--- src/design/frame_stats_params.svh ---
// Constants for the per-frame image statistics register block.
// Assumes a pixel stream of one frame of 22 x 22 pixels per frame period.
// Overview of operation
// - Each frame the block counts the valid surface features it sees and publishes the count.
// - The feature-quality register holds the upper eight bits of a nine-bit feature count.
// - The feature-quality register never reads above 162.
// - Exposure is a 16-bit count of clock cycles, upper byte at 0x06 and lower byte at 0x07.
// - Exposure is adjusted each frame to keep average and brightest pixel in range.
// - The brightest-pixel register shows the highest pixel of each frame, updated every frame.
// - The brightest-pixel register lies between 0 and 254.
// - All pixels of a frame sum into 17 bits and the top eight bits are published.
// - The intensity-total register is the frame sum divided by 512, truncated.
// - The intensity-total register ranges 0 to 240 and may change every frame.
// - The darkest-pixel register shows the lowest pixel of each frame, within 0 to 254.
`ifndef FRAME_STATS_PARAMS_SVH
`define FRAME_STATS_PARAMS_SVH

// Register offsets
`define ADDR_SURFACE_FEATURE_QUALITY 7'h05
`define ADDR_EXPOSURE_HIGH_BYTE      7'h06
`define ADDR_EXPOSURE_LOW_BYTE       7'h07
`define ADDR_BRIGHTEST_PIXEL         7'h08
`define ADDR_INTENSITY_TOTAL_HIGH    7'h09
`define ADDR_DARKEST_PIXEL           7'h0A

// Reset values
`define RST_SURFACE_FEATURE_QUALITY  8'h00
`define RST_EXPOSURE                 16'h0064
`define RST_BRIGHTEST_PIXEL          8'hD0
`define RST_INTENSITY_TOTAL_HIGH     8'h80
`define RST_DARKEST_PIXEL            8'h00
`define UNMAPPED_READ                8'h00

// Pixel and feature limits
`define PIXEL_CEILING                8'hFE
`define FEATURE_THRESHOLD            8'h10
`define FEATURE_COUNT_CAP            9'h145
`define SUM_SHIFT                    9

// Exposure servo
`define EXPOSURE_MIN                 16'h0010
`define EXPOSURE_MAX                 16'hFF00
`define BRIGHT_HIGH                  8'hF0
`define BRIGHT_LOW                   8'h80
`define TOTAL_HIGH                   8'hB4
`define TOTAL_LOW                    8'h3C
`define EXPOSURE_STEP_SHIFT          4

`endif

--- src/design/frame_stats_pkg.sv ---
// Types shared by the frame statistics accumulator and register block.
// Assumes the params header supplies all numeric constants.
package frame_stats_pkg;

    typedef struct packed {
        logic       valid;
        logic       first;
        logic       last;
        logic [7:0] data;
    } pixel_in_t;

    typedef struct packed {
        logic [8:0]  features;
        logic [7:0]  brightest;
        logic [7:0]  darkest;
        logic [16:0] sum;
    } frame_stats_t;

    typedef struct packed {
        logic [6:0] addr;
        logic       rd;
        logic       wr;
        logic [7:0] wdata;
    } reg_req_t;

endpackage

--- src/design/frame_image_statistics_regs.sv ---
// Frame statistics register block with exposure servo.
// Assumes a same-clock pixel stream and a byte register port from the serial front end.
`timescale 1ns/1ns
`include "frame_stats_params.svh"
module frame_image_statistics_regs (
    // Clock and reset
    input  wire logic                        sys_clk,
    input  wire logic                        reset_n,
    // Pixel stream from image pipeline
    input  wire frame_stats_pkg::pixel_in_t  pixel,
    // Register port
    input  wire frame_stats_pkg::reg_req_t   reg_req,
    output logic [7:0]                       reg_rdata,
    output logic                             reg_rvalid,
    // Exposure to image acquisition
    output logic [15:0]                      exposure,
    output logic                             frame_update
);

    typedef struct packed {
        logic [7:0]  quality;
        logic [15:0] exposure;
        logic [7:0]  brightest;
        logic [7:0]  total;
        logic [7:0]  darkest;
        logic [7:0]  low_shadow;
        logic        shadow_armed;
        logic [7:0]  rdata;
        logic        rvalid;
        logic        update;
    } regs_state_t;

    regs_state_t                   state;
    regs_state_t                   next_state;
    logic                          frame_done;
    frame_stats_pkg::frame_stats_t frame_result;

    pixel_stats_accum u_accum (
        .sys_clk      (sys_clk),
        .reset_n      (reset_n),
        .pixel        (pixel),
        .frame_done   (frame_done),
        .frame_result (frame_result)
    );

    ////////////////////////////////////////////////////////////////////////////////
    // Exposure servo

    function automatic logic [15:0] servo(input logic [15:0] cur,
                                          input logic [7:0]  bright,
                                          input logic [7:0]  total);
        logic [15:0] step;
        logic [16:0] up;
        step  = (cur >> `EXPOSURE_STEP_SHIFT) + 16'h0001;
        up    = {1'b0, cur} + {1'b0, step};
        servo = cur;
        if (bright > `BRIGHT_HIGH || total > `TOTAL_HIGH) begin
            servo = (cur < `EXPOSURE_MIN + step) ? `EXPOSURE_MIN : cur - step;
        end else if (bright < `BRIGHT_LOW && total < `TOTAL_LOW) begin
            servo = (up > {1'b0, `EXPOSURE_MAX}) ? `EXPOSURE_MAX : up[15:0];
        end
    endfunction

    ////////////////////////////////////////////////////////////////////////////////
    // Next state

    always_comb begin
        logic [7:0] total_code;
        total_code = frame_result.sum[16:`SUM_SHIFT];
        next_state        = state;
        next_state.rvalid = 1'b0;
        next_state.update = 1'b0;
        if (frame_done) begin
            // Whole set refreshes in one edge
            next_state.quality   = frame_result.features[8:1];
            next_state.brightest = frame_result.brightest;
            next_state.darkest   = frame_result.darkest;
            next_state.total     = total_code;
            next_state.exposure  = servo(state.exposure, frame_result.brightest,
                                         total_code);
            next_state.update    = 1'b1;
        end
        // Writes change no register and only end the pairing: every register here is read-only
        if (reg_req.rd) begin
            next_state.rvalid = 1'b1;
            case (reg_req.addr)
                `ADDR_SURFACE_FEATURE_QUALITY: next_state.rdata = state.quality;
                `ADDR_EXPOSURE_HIGH_BYTE: begin
                    next_state.rdata        = state.exposure[15:8];
                    next_state.low_shadow   = state.exposure[7:0];
                    next_state.shadow_armed = 1'b1;
                end
                `ADDR_EXPOSURE_LOW_BYTE: begin
                    next_state.rdata = state.shadow_armed ? state.low_shadow
                                                          : state.exposure[7:0];
                end
                `ADDR_BRIGHTEST_PIXEL:         next_state.rdata = state.brightest;
                `ADDR_INTENSITY_TOTAL_HIGH:    next_state.rdata = state.total;
                `ADDR_DARKEST_PIXEL:           next_state.rdata = state.darkest;
                default:                       next_state.rdata = `UNMAPPED_READ;
            endcase
            // Any read other than the upper byte ends the pairing
            if (reg_req.addr != `ADDR_EXPOSURE_HIGH_BYTE) begin
                next_state.shadow_armed = 1'b0;
            end
        end else if (reg_req.wr) begin
            next_state.shadow_armed = 1'b0;
        end
    end

    ////////////////////////////////////////////////////////////////////////////////
    // State register

    always_ff @(posedge sys_clk or negedge reset_n) begin
        if (!reset_n) begin
            state              <= '0;
            state.quality      <= `RST_SURFACE_FEATURE_QUALITY;
            state.exposure     <= `RST_EXPOSURE;
            state.brightest    <= `RST_BRIGHTEST_PIXEL;
            state.total        <= `RST_INTENSITY_TOTAL_HIGH;
            state.darkest      <= `RST_DARKEST_PIXEL;
        end else begin
            state <= next_state;
        end
    end

    assign reg_rdata    = state.rdata;
    assign reg_rvalid   = state.rvalid;
    assign exposure     = state.exposure;
    assign frame_update = state.update;

endmodule

--- src/design/pixel_stats_accum.sv ---
// Per-frame pixel accumulator: brightest, darkest, sum and feature count.
// Assumes a same-clock pixel stream with first and last marks on each frame.
`timescale 1ns/1ns
`include "frame_stats_params.svh"
module pixel_stats_accum (
    // Clock and reset
    input  wire logic                         sys_clk,
    input  wire logic                         reset_n,
    // Pixel stream
    input  wire frame_stats_pkg::pixel_in_t   pixel,
    // Finished frame
    output logic                              frame_done,
    output frame_stats_pkg::frame_stats_t     frame_result
);

    typedef struct packed {
        logic [7:0]                    prev;
        frame_stats_pkg::frame_stats_t acc;
        frame_stats_pkg::frame_stats_t result;
        logic                          done;
    } accum_state_t;

    accum_state_t state;
    accum_state_t next_state;

    function automatic logic [7:0] abs_diff(input logic [7:0] a, input logic [7:0] b);
        abs_diff = (a > b) ? a - b : b - a;
    endfunction

    always_comb begin
        logic [7:0]  pix;
        logic [8:0]  feat;
        logic [7:0]  hi;
        logic [7:0]  lo;
        logic [16:0] sum;
        logic        edge_hit;
        pix      = 8'h00;
        feat     = 9'h000;
        hi       = 8'h00;
        lo       = 8'h00;
        sum      = 17'h0_0000;
        edge_hit = 1'b0;
        next_state      = state;
        next_state.done = 1'b0;
        if (pixel.valid) begin
            // Clamp keeps both extremes in 0..254
            pix = (pixel.data > `PIXEL_CEILING) ? `PIXEL_CEILING : pixel.data;
            edge_hit = !pixel.first && (abs_diff(pix, state.prev) > `FEATURE_THRESHOLD);
            if (pixel.first) begin
                feat = 9'h000;
                hi   = pix;
                lo   = pix;
                sum  = {9'h000, pix};
            end else begin
                feat = state.acc.features;
                if (edge_hit && feat < `FEATURE_COUNT_CAP) begin
                    feat = feat + 9'h001;
                end
                hi  = (pix > state.acc.brightest) ? pix : state.acc.brightest;
                lo  = (pix < state.acc.darkest) ? pix : state.acc.darkest;
                sum = state.acc.sum + {9'h000, pix};
            end
            next_state.prev          = pix;
            next_state.acc.features  = feat;
            next_state.acc.brightest = hi;
            next_state.acc.darkest   = lo;
            next_state.acc.sum       = sum;
            if (pixel.last) begin
                next_state.result.features  = feat;
                next_state.result.brightest = hi;
                next_state.result.darkest   = lo;
                next_state.result.sum       = sum;
                next_state.done             = 1'b1;
            end
        end
    end

    always_ff @(posedge sys_clk or negedge reset_n) begin
        if (!reset_n) begin
            state <= '0;
        end else begin
            state <= next_state;
        end
    end

    assign frame_done   = state.done;
    assign frame_result = state.result;

endmodule

--- config.mk ---
export PLATFORM = sky130hd
export DESIGN_NAME = frame_image_statistics_regs
export DESIGN_NICKNAME = d
export VERILOG_FILES = /design/src/design/frame_stats_pkg.sv /design/src/design/frame_image_statistics_regs.sv /design/src/design/pixel_stats_accum.sv
export VERILOG_INCLUDE_DIRS = /design/src /design/src/design
export SDC_FILE = /design/constraint.sdc
export NUM_CORES = 1
export LEC_CHECK = 0
export ABC_AREA = 1
export BUFFER_PORTS_ARGS = -buffer_cell sky130_fd_sc_hd__buf_4
export CAP_MARGIN = 20
export CORE_MARGIN = 2
export CORE_UTILIZATION = 35
export DETAILED_ROUTE_END_ITERATION = 12
export GPL_ROUTABILITY_DRIVEN = 0
export PLACE_DENSITY = 0.59
export SYNTH_ARGS = -nofsm -noshare
export SYNTH_HDL_FRONTEND = slang
export SYNTH_SLANG_ARGS = --single-unit
export TNS_END_PERCENT = 50
--- constraint.sdc ---
create_clock -name sys_clk -period 3.5 [get_ports sys_clk]
set_clock_uncertainty 0.15 [all_clocks]
set_input_delay 0.35 -clock sys_clk [delete_from_list [all_inputs] [get_ports sys_clk]]
set_output_delay 0.35 -clock sys_clk [all_outputs]
set_load 0.05 [all_outputs]
==> reports/metrics.yaml, run 1 <==
outcome:
  outcome: "finished with violations"
  violations: "setup timing"
timing:
  worst_pin_slew_ps: 1030
  max_freq_mhz: 275
  finalCriticalPeriod_ps: 3630
  rsz0062_at_grt: "true"
  finalWorstSetupSlack_ps: -133
  hold_viol: 0
  max_slew_margin: 0.293
  setup_violations: 15
  finalCritPeriodShare: 1.04
  drv_slew: 0
clock_tree:
  clkLatencyLatePin_ps: 440
  cts.path.max_buffers: 2
  ctsRootBufferMaster: "clkbuf_16"
  htreeDepth: 4
  tritoncts: "built"
  clkSinkCount: 150
  cts_buffers: 17
  path_clk_slew_ps: 70
power_and_ir_drop:
  swShare: 0.466
  power_frac_seq: 0.203
  ir_worst_vdd_uv: 344
  p_per_area_nw_per_um2: 833
  power.internal_mw: 5.87
  power_switching_mw: 5.12
  p_leak_nw: 6.54
  pwr-share-comb: 0.637
  power_frac_clock: 0.160
synthesis:
  async_flop_share: 1.00
  synth_edf_count: 0
  yosys.area.top_type: "dfrtp_1"
  ys_seq_elements: 150
  synth.yosys.seq_area_share: 0.347
  yosysTopAreaCellShare: 0.330
  yosysUniqueCellTypes: 58
  avgSynthCellArea_um2: 7.10
  synth_cells: 1528
  syn-num-nets: 1640
  synth_flop_cell: "dfrtp_1"
  yosysWarningCount: 0
  synth_area_um2: 10800
  synth.area.top_cells: "dfrtp_1, nand2_1, ha_1, o21ai_0, inv_1"
grt:
  overflow: 0
  grt.total_usage: 0.185
  grt_pass1_vias: 9661
  grt_max_degree: 75
  grt_pass1_wl_mm: 49.1
  antenna_found_initial: 0
floorplan:
  io_pins: 56
  num_rows: 64
  die_y_um: 180
  core_um2: 30600
  start_util: 0.355
  dieArea_um2: 32400
  dieWidth_um: 180
layout:
  drive_gt1_frac: 0.199
  finish.net_count: 1744
  fin_util: 0.431
  final_area_um2: 13200
  diodes: 0
  syn_to_final_growth_pct: 21.6
drt:
  drt_wl_total_mm: 29.8
  viasPerCell: 4.90
  drc_errors: 0
  dr.pass1.iters: 5
  vias: 10000
  routedWlPerCell_um: 14.6
  route.antenna.remaining_nets: 0
  first_iter_violations: 897
worst_setup_path:
  cp_slowest_cell: "dfstp_2"
  path_delay_family: "simple AND/OR/NAND/NOR gates"
  crit_path_cell_trace: "buf_4 > inv_2 > nor3_4 > nand3_2 > nor2_4 > xor2_2 > inv_2 > nand2_1 > nor2_2 > nand3_2 > xor2_1 > ha_1 > inv_2 > o31ai_2 > a21oi_2 > nand2_2 > inv_2 > nor2_4 > buf_6 > buf_4 > nand2_1 > a31oi_1"
  end_kind: "register"
  cp_max_fo: 6
  rrSetupSlack_ps: -130
  slowest_delay_ps: 550
  start_kind: "register"
  worstPathRequired_ps: 3710
  worst-path-buf-inv: 7
  path_class: "reg2reg"
  cp_common_cell: "inv_2"
  cp_data_arrival_time_ps: 3840
place:
  hpwlAfterDp_mm: 22.3
  placed_area_um2: 12000
  portBuffers: 47
job:
  cap_violations: 0
min_path:
  min_path_type: "in2reg"
power groups by stage:
stage / sequential (mW) / combinational [mW] / clock, mW
floorplan: 2.26 / 4.01 / 0
global placement: 2.25 / 6.08 / 0
detailed placement: 2.26 / 6.10 / 0
CTS: 2.24 / 6.32 / 1.80
global route: 2.27 / 7.77 / 1.88
finish: 2.24 / 7.00 / 1.75
synthesized netlist by cell type, types with 3 or more instances:
| cell type | n |
|---|---|
| o21ai_1 | 7 |
| dfrtp_1 | 143 |
| o221ai_1 | 3 |
| o31ai_1 | 5 |
| inv_2 | 8 |
| a21oi_1 | 59 |
| nor2_1 | 76 |
| nor4_1 | 4 |
| o211ai_1 | 8 |
| buf_4 | 28 |
| nand3b_1 | 3 |
| nand4_1 | 17 |
| xor2_1 | 33 |
| dfstp_2 | 7 |
| a2111oi_0 | 4 |
| inv_1 | 181 |
| or2_2 | 7 |
| a31oi_1 | 3 |
| buf_2 | 14 |
| nor3_1 | 16 |
| ha_1 | 77 |
| o21a_1 | 5 |
| nand3_1 | 117 |
| clkbuf_1 | 32 |
| nand2_4 | 4 |
| o21bai_1 | 5 |
| fa_1 | 5 |
| nand2_1 | 463 |
| o21ai_0 | 142 |
| nand2_2 | 14 |
| a211oi_1 | 3 |
final cells by class:
class | instances | area (um2)
Clock buffer | 18 | 429
Tap cell | 396 | 495
Multi-Input combinational cell | 1112 | 6420
Fill cell | 3169 | 17400
Clock inverter | 14 | 126
Sequential cell | 150 | 3760
Inverter | 190 | 716
Timing Repair Buffer | 161 | 1240
through the flow:
stage | hold WS, ps | setup WS [ps] | total power, mW | setup TNS [ps] | instances
after detailed placement | 289 | -272 | 8.36 | -3360 | 1993
after global placement | 281 | -275 | 8.34 | -3230 | 1993
after global routing | 66.5 | -372 | 11.9 | -4630 | 2041
after floorplan | -95.6 | 11.3 | 6.27 | 0 | 1528
after CTS | 56.0 | -118 | 10.4 | -985 | 2033
final | 75.9 | -133 | 11.0 | -1030 | 2041
cells by family (layout without fill, tap and decap cells):
group,count (synthesis),count (layout),synth area share
AO/OA/AOI/OAI,259,259,0.132
XOR/XNOR,36,36,0.0298
adder cells (fa/ha/maj),82,82,0.0981
buffers and inverters,266,383,0.103
flip-flops,150,150,0.347
other,1,1,0.000346
AND/OR/NAND/NOR,734,734,0.289
final timing paths:
check	startpoint	endpoint	cells past startpoint
max in group asynchronous	reset_n	exposure[6]	3
hold reg to reg	u_accum.frame_result[18]	state[20]	2
setup / recovery	exposure[5]	exposure[10]	22
setup reg to reg	exposure[5]	exposure[10]	22
hold / removal	pixel[2]	u_accum.state[87]	3
min in group asynchronous	reset_n	u_accum.state[55]	2
metal layers:
metal | global-route usage | routed length, um | part of all wire | vias up
met5 | 0 | 0 | 0 | -
met4 | 0.0584 | 732 | 0.025 | 0
met3 | 0.0241 | 972 | 0.033 | 41
met2 | 0.309 | 14100 | 0.47 | 210
met1 | 0.248 | 14000 | 0.47 | 4636
li1 | - | - | - | 5121
worst reg2reg max path, cell delays in order (launching register included):
cell and delay, ps:
dfstp_2 550, buf_4 120, inv_2 50, nor3_4 170, nand3_2 160, nor2_4 230, xor2_2 110, inv_2 110
nand2_1 80, nor2_2 150, nand3_2 100, xor2_1 150, ha_1 320, inv_2 50, o31ai_2 240, a21oi_2 90
nand2_2 100, inv_2 50, nor2_4 130, buf_6 140, buf_4 100, nand2_1 50, a31oi_1 160
placed cells by master, fill, tap and decap left out, drive strengths merged, types with 4 or more instances in the layout:
| master | n |
|---|---|
| a2111oi | 4 |
| a21oi | 60 |
| buf | 158 |
| clkbuf | 18 |
| dfrtp | 143 |
| dfstp | 7 |
| fa | 5 |
| ha | 77 |
| inv | 200 |
| nand2 | 481 |
| nand3 | 119 |
| nand4 | 18 |
| nor2 | 79 |
| nor3 | 17 |
| nor4 | 4 |
| o211ai | 8 |
| o21a | 5 |
| o21ai | 151 |
| o21bai | 5 |
| o31ai | 5 |
| or2 | 9 |
| xor2 | 34 |
timing repair:
action,in CTS,in global routing
gates resized for setup,20,89
hold endpoints to repair,73,0
endpoints found under the setup margin,16,16
hold buffers,3,0
pin swaps,8,21
buffers inserted,5,8
sequential cells by signal, indices dropped and copies added, names as in the netlist:
signal                flops
state                    41
u_accum.state            50
u_accum.frame_result     32
reg_rdata                 8
exposure                 16
u_accum.frame_done        1
frame_update              1
reg_rvalid                1
Power figures use the tool's default switching activity.
==> inputs of run 2 (changes only) <==
--- a/config.mk
+++ b/config.mk
@@ -14,6 +14,7 @@
 export DETAILED_ROUTE_END_ITERATION = 12
 export GPL_ROUTABILITY_DRIVEN = 0
 export PLACE_DENSITY = 0.59
+export RECOVER_POWER = 25
 export SYNTH_ARGS = -nofsm -noshare
 export SYNTH_HDL_FRONTEND = slang
 export SYNTH_SLANG_ARGS = --single-unit
==> run 2 against run 1 <==
  * The run ends with capacitance limit, slew limit, setup timing left
  * Utilization barely moved
  * Worst hold slack better by 2.0 ps
  * Register-to-register slack is essentially flat
  * Clock power barely moved
  * Critical path depth unchanged
  * Sequential power about the same
  * Via count fell by 0.29%
  * Die area unchanged
  * Cell count did not move
  * Critical path type unchanged
  * Critical endpoint unchanged
  * Highest routed layer unchanged
==> reports/metrics.yaml, run 2 (same netlist as run 1, synthesis figures left out) <==
outcome:
  outcome: "finished with violations"
  violations: "capacitance limit, slew limit, setup timing"
drt:
  route.antenna.remaining_nets: 0
  drc_errors: 0
  first_iter_violations: 866
  vias: 9979
  dr.pass1.iters: 6
  viasPerCell: 4.89
  routedWlPerCell_um: 14.6
  drt_wl_total_mm: 29.8
power_and_ir_drop:
  swShare: 0.466
  p_leak_nw: 6.53
  power_frac_seq: 0.203
  p_per_area_nw_per_um2: 833
  power_frac_clock: 0.160
  ir_worst_vdd_uv: 343
  power.internal_mw: 5.87
  power_switching_mw: 5.11
  pwr-share-comb: 0.637
worst_setup_path:
  worst_r2r_endpoint: "exposure[10]"
  reg2reg_from: "exposure[5]"
  rrSetupSlack_ps: -130
  worstPathRequired_ps: 3700
  cp_data_arrival_time_ps: 3830
  start_kind: "register"
  cp-startpoint: "exposure[5]"
  cp-endpoint: "exposure[10]"
  ff2ff_path_depth: 22
  end_kind: "register"
  cp_max_fo: 6
  path_class: "reg2reg"
layout:
  final_area_um2: 13200
  fillers: 3169
  diodes: 0
  largest_register_ffs: 50
  mostFrequentLayoutCells: "nand2_1, inv_1, buf_4"
  final_common_cell: "nand2_1"
  syn_to_final_growth_pct: 21.5
  fin_util: 0.431
  largest-register: "u_accum.state"
  drive_gt1_frac: 0.198
  finish.net_count: 1744
timing:
  hold_viol: 0
  finalCriticalPeriod_ps: 3630
  finalWorstSetupSlack_ps: -129
  rsz0062_at_grt: "true"
  drv_slew: 133
  worst_pin_slew_ps: 1940
  max_freq_mhz: 276
  max_slew_margin: -0.294
  setup_violations: 15
  finalCritPeriodShare: 1.04
  fin_setup_tns_ps: -985
grt:
  grt_max_degree: 75
  overflow: 0
  grt_pass1_wl_mm: 49.1
  grt_pass1_vias: 9661
  antenna_found_initial: 0
  grt.total_usage: 0.185
clock_tree:
  htreeDepth: 4
  cts.path.max_buffers: 2
  clkLatencyLatePin_ps: 430
  ctsRootBufferMaster: "clkbuf_16"
  clkSinkCount: 150
  path_clk_slew_ps: 70
  cts_buffers: 17
  tritoncts: "built"
floorplan:
  die_y_um: 180
  start_util: 0.355
  io_pins: 56
  dieWidth_um: 180
  dieArea_um2: 32400
  core_um2: 30600
  num_rows: 64
job:
  cap_violations: 2
place:
  pre_cts_slack_ps: -272
  placed_area_um2: 12000
  hpwlAfterDp_mm: 22.3
  portBuffers: 47
min_path:
  min_path_type: "in2reg"
  hold_depth: 3
[run 2: changes by cell type in the layout (fill, tap and decap cells not counted)]
cell,delta
buf_6,-1
clkbuf_2,+1
buf_4,-2
clkbuf_1,+2
[run 2: worst min path at each step]
stage	start	endpoint	slack, ps
CTS	pixel[2]	u_accum.state[87]	60
global route	pixel[2]	u_accum.state[87]	70
floorplan	reset_n	exposure[0]	-100
global placement	reset_n	u_accum.state[76]	280
detailed placement	reset_n	u_accum.state[55]	290
finish	pixel[2]	u_accum.state[87]	80
[run 2: power groups by stage]
stage	Combinational (mW)	Clock (mW)	Sequential (mW)
finish	7.00	1.75	2.23
global route	7.77	1.88	2.27
CTS	6.32	1.80	2.24
detailed placement	6.10	0	2.26
global placement	6.08	0	2.25
floorplan	4.01	0	2.26
[run 2: per-stage QoR]
stage	power [mW]	hold WS, ps	cells
after floorplan	6.27	-95.6	1528
after CTS	10.4	56.0	2033
after global routing	11.9	66.5	2041
final	11.0	77.9	2041
after detailed placement	8.36	289	1993
after global placement	8.34	281	1993
[run 2: area by class of cell]
class	instances	area, um2	area share
clock buffers	18	429	0.0326
clock inverters	14	126	0.00959
flip-flops and latches	150	3760	0.285
multi-input cells	1112	6420	0.487
repair buffers	161	1230	0.0930
inverters	190	716	0.0543
well taps	396	495	0.0376
[run 2: per-layer routing]
layer,up-vias,wire length [um],track usage
met4,0,701,0.0584
met1,4606,13900,0.248
met3,37,1040,0.0241
li1,5120,-,-
met5,-,0,0
met2,216,14200,0.309
[run 2: timing repair]
item                                    4_1_cts  5_1_grt
pin swaps                                     8       21
hold buffers                                  3        0
setup buffers                                 5        8
endpoints found under the hold margin        73        0
gates cloned                                  0        0
gates resized for setup                      20       89
endpoints found under the setup margin       16       16
[run 2: worst max-delay path, stage by stage, from the launching register on]
cell and delay, ps:
dfstp_2 550, buf_4 120, inv_2 50, nor3_4 160, nand3_2 160, nor2_4 230
xor2_2 110, inv_2 110, nand2_1 80, nor2_2 150, nand3_2 100, xor2_1 150
ha_1 320, inv_2 50, o31ai_2 240, a21oi_2 90, nand2_2 100, inv_2 50
nor2_4 130, buf_6 140, buf_4 100, nand2_1 50, a31oi_1 160
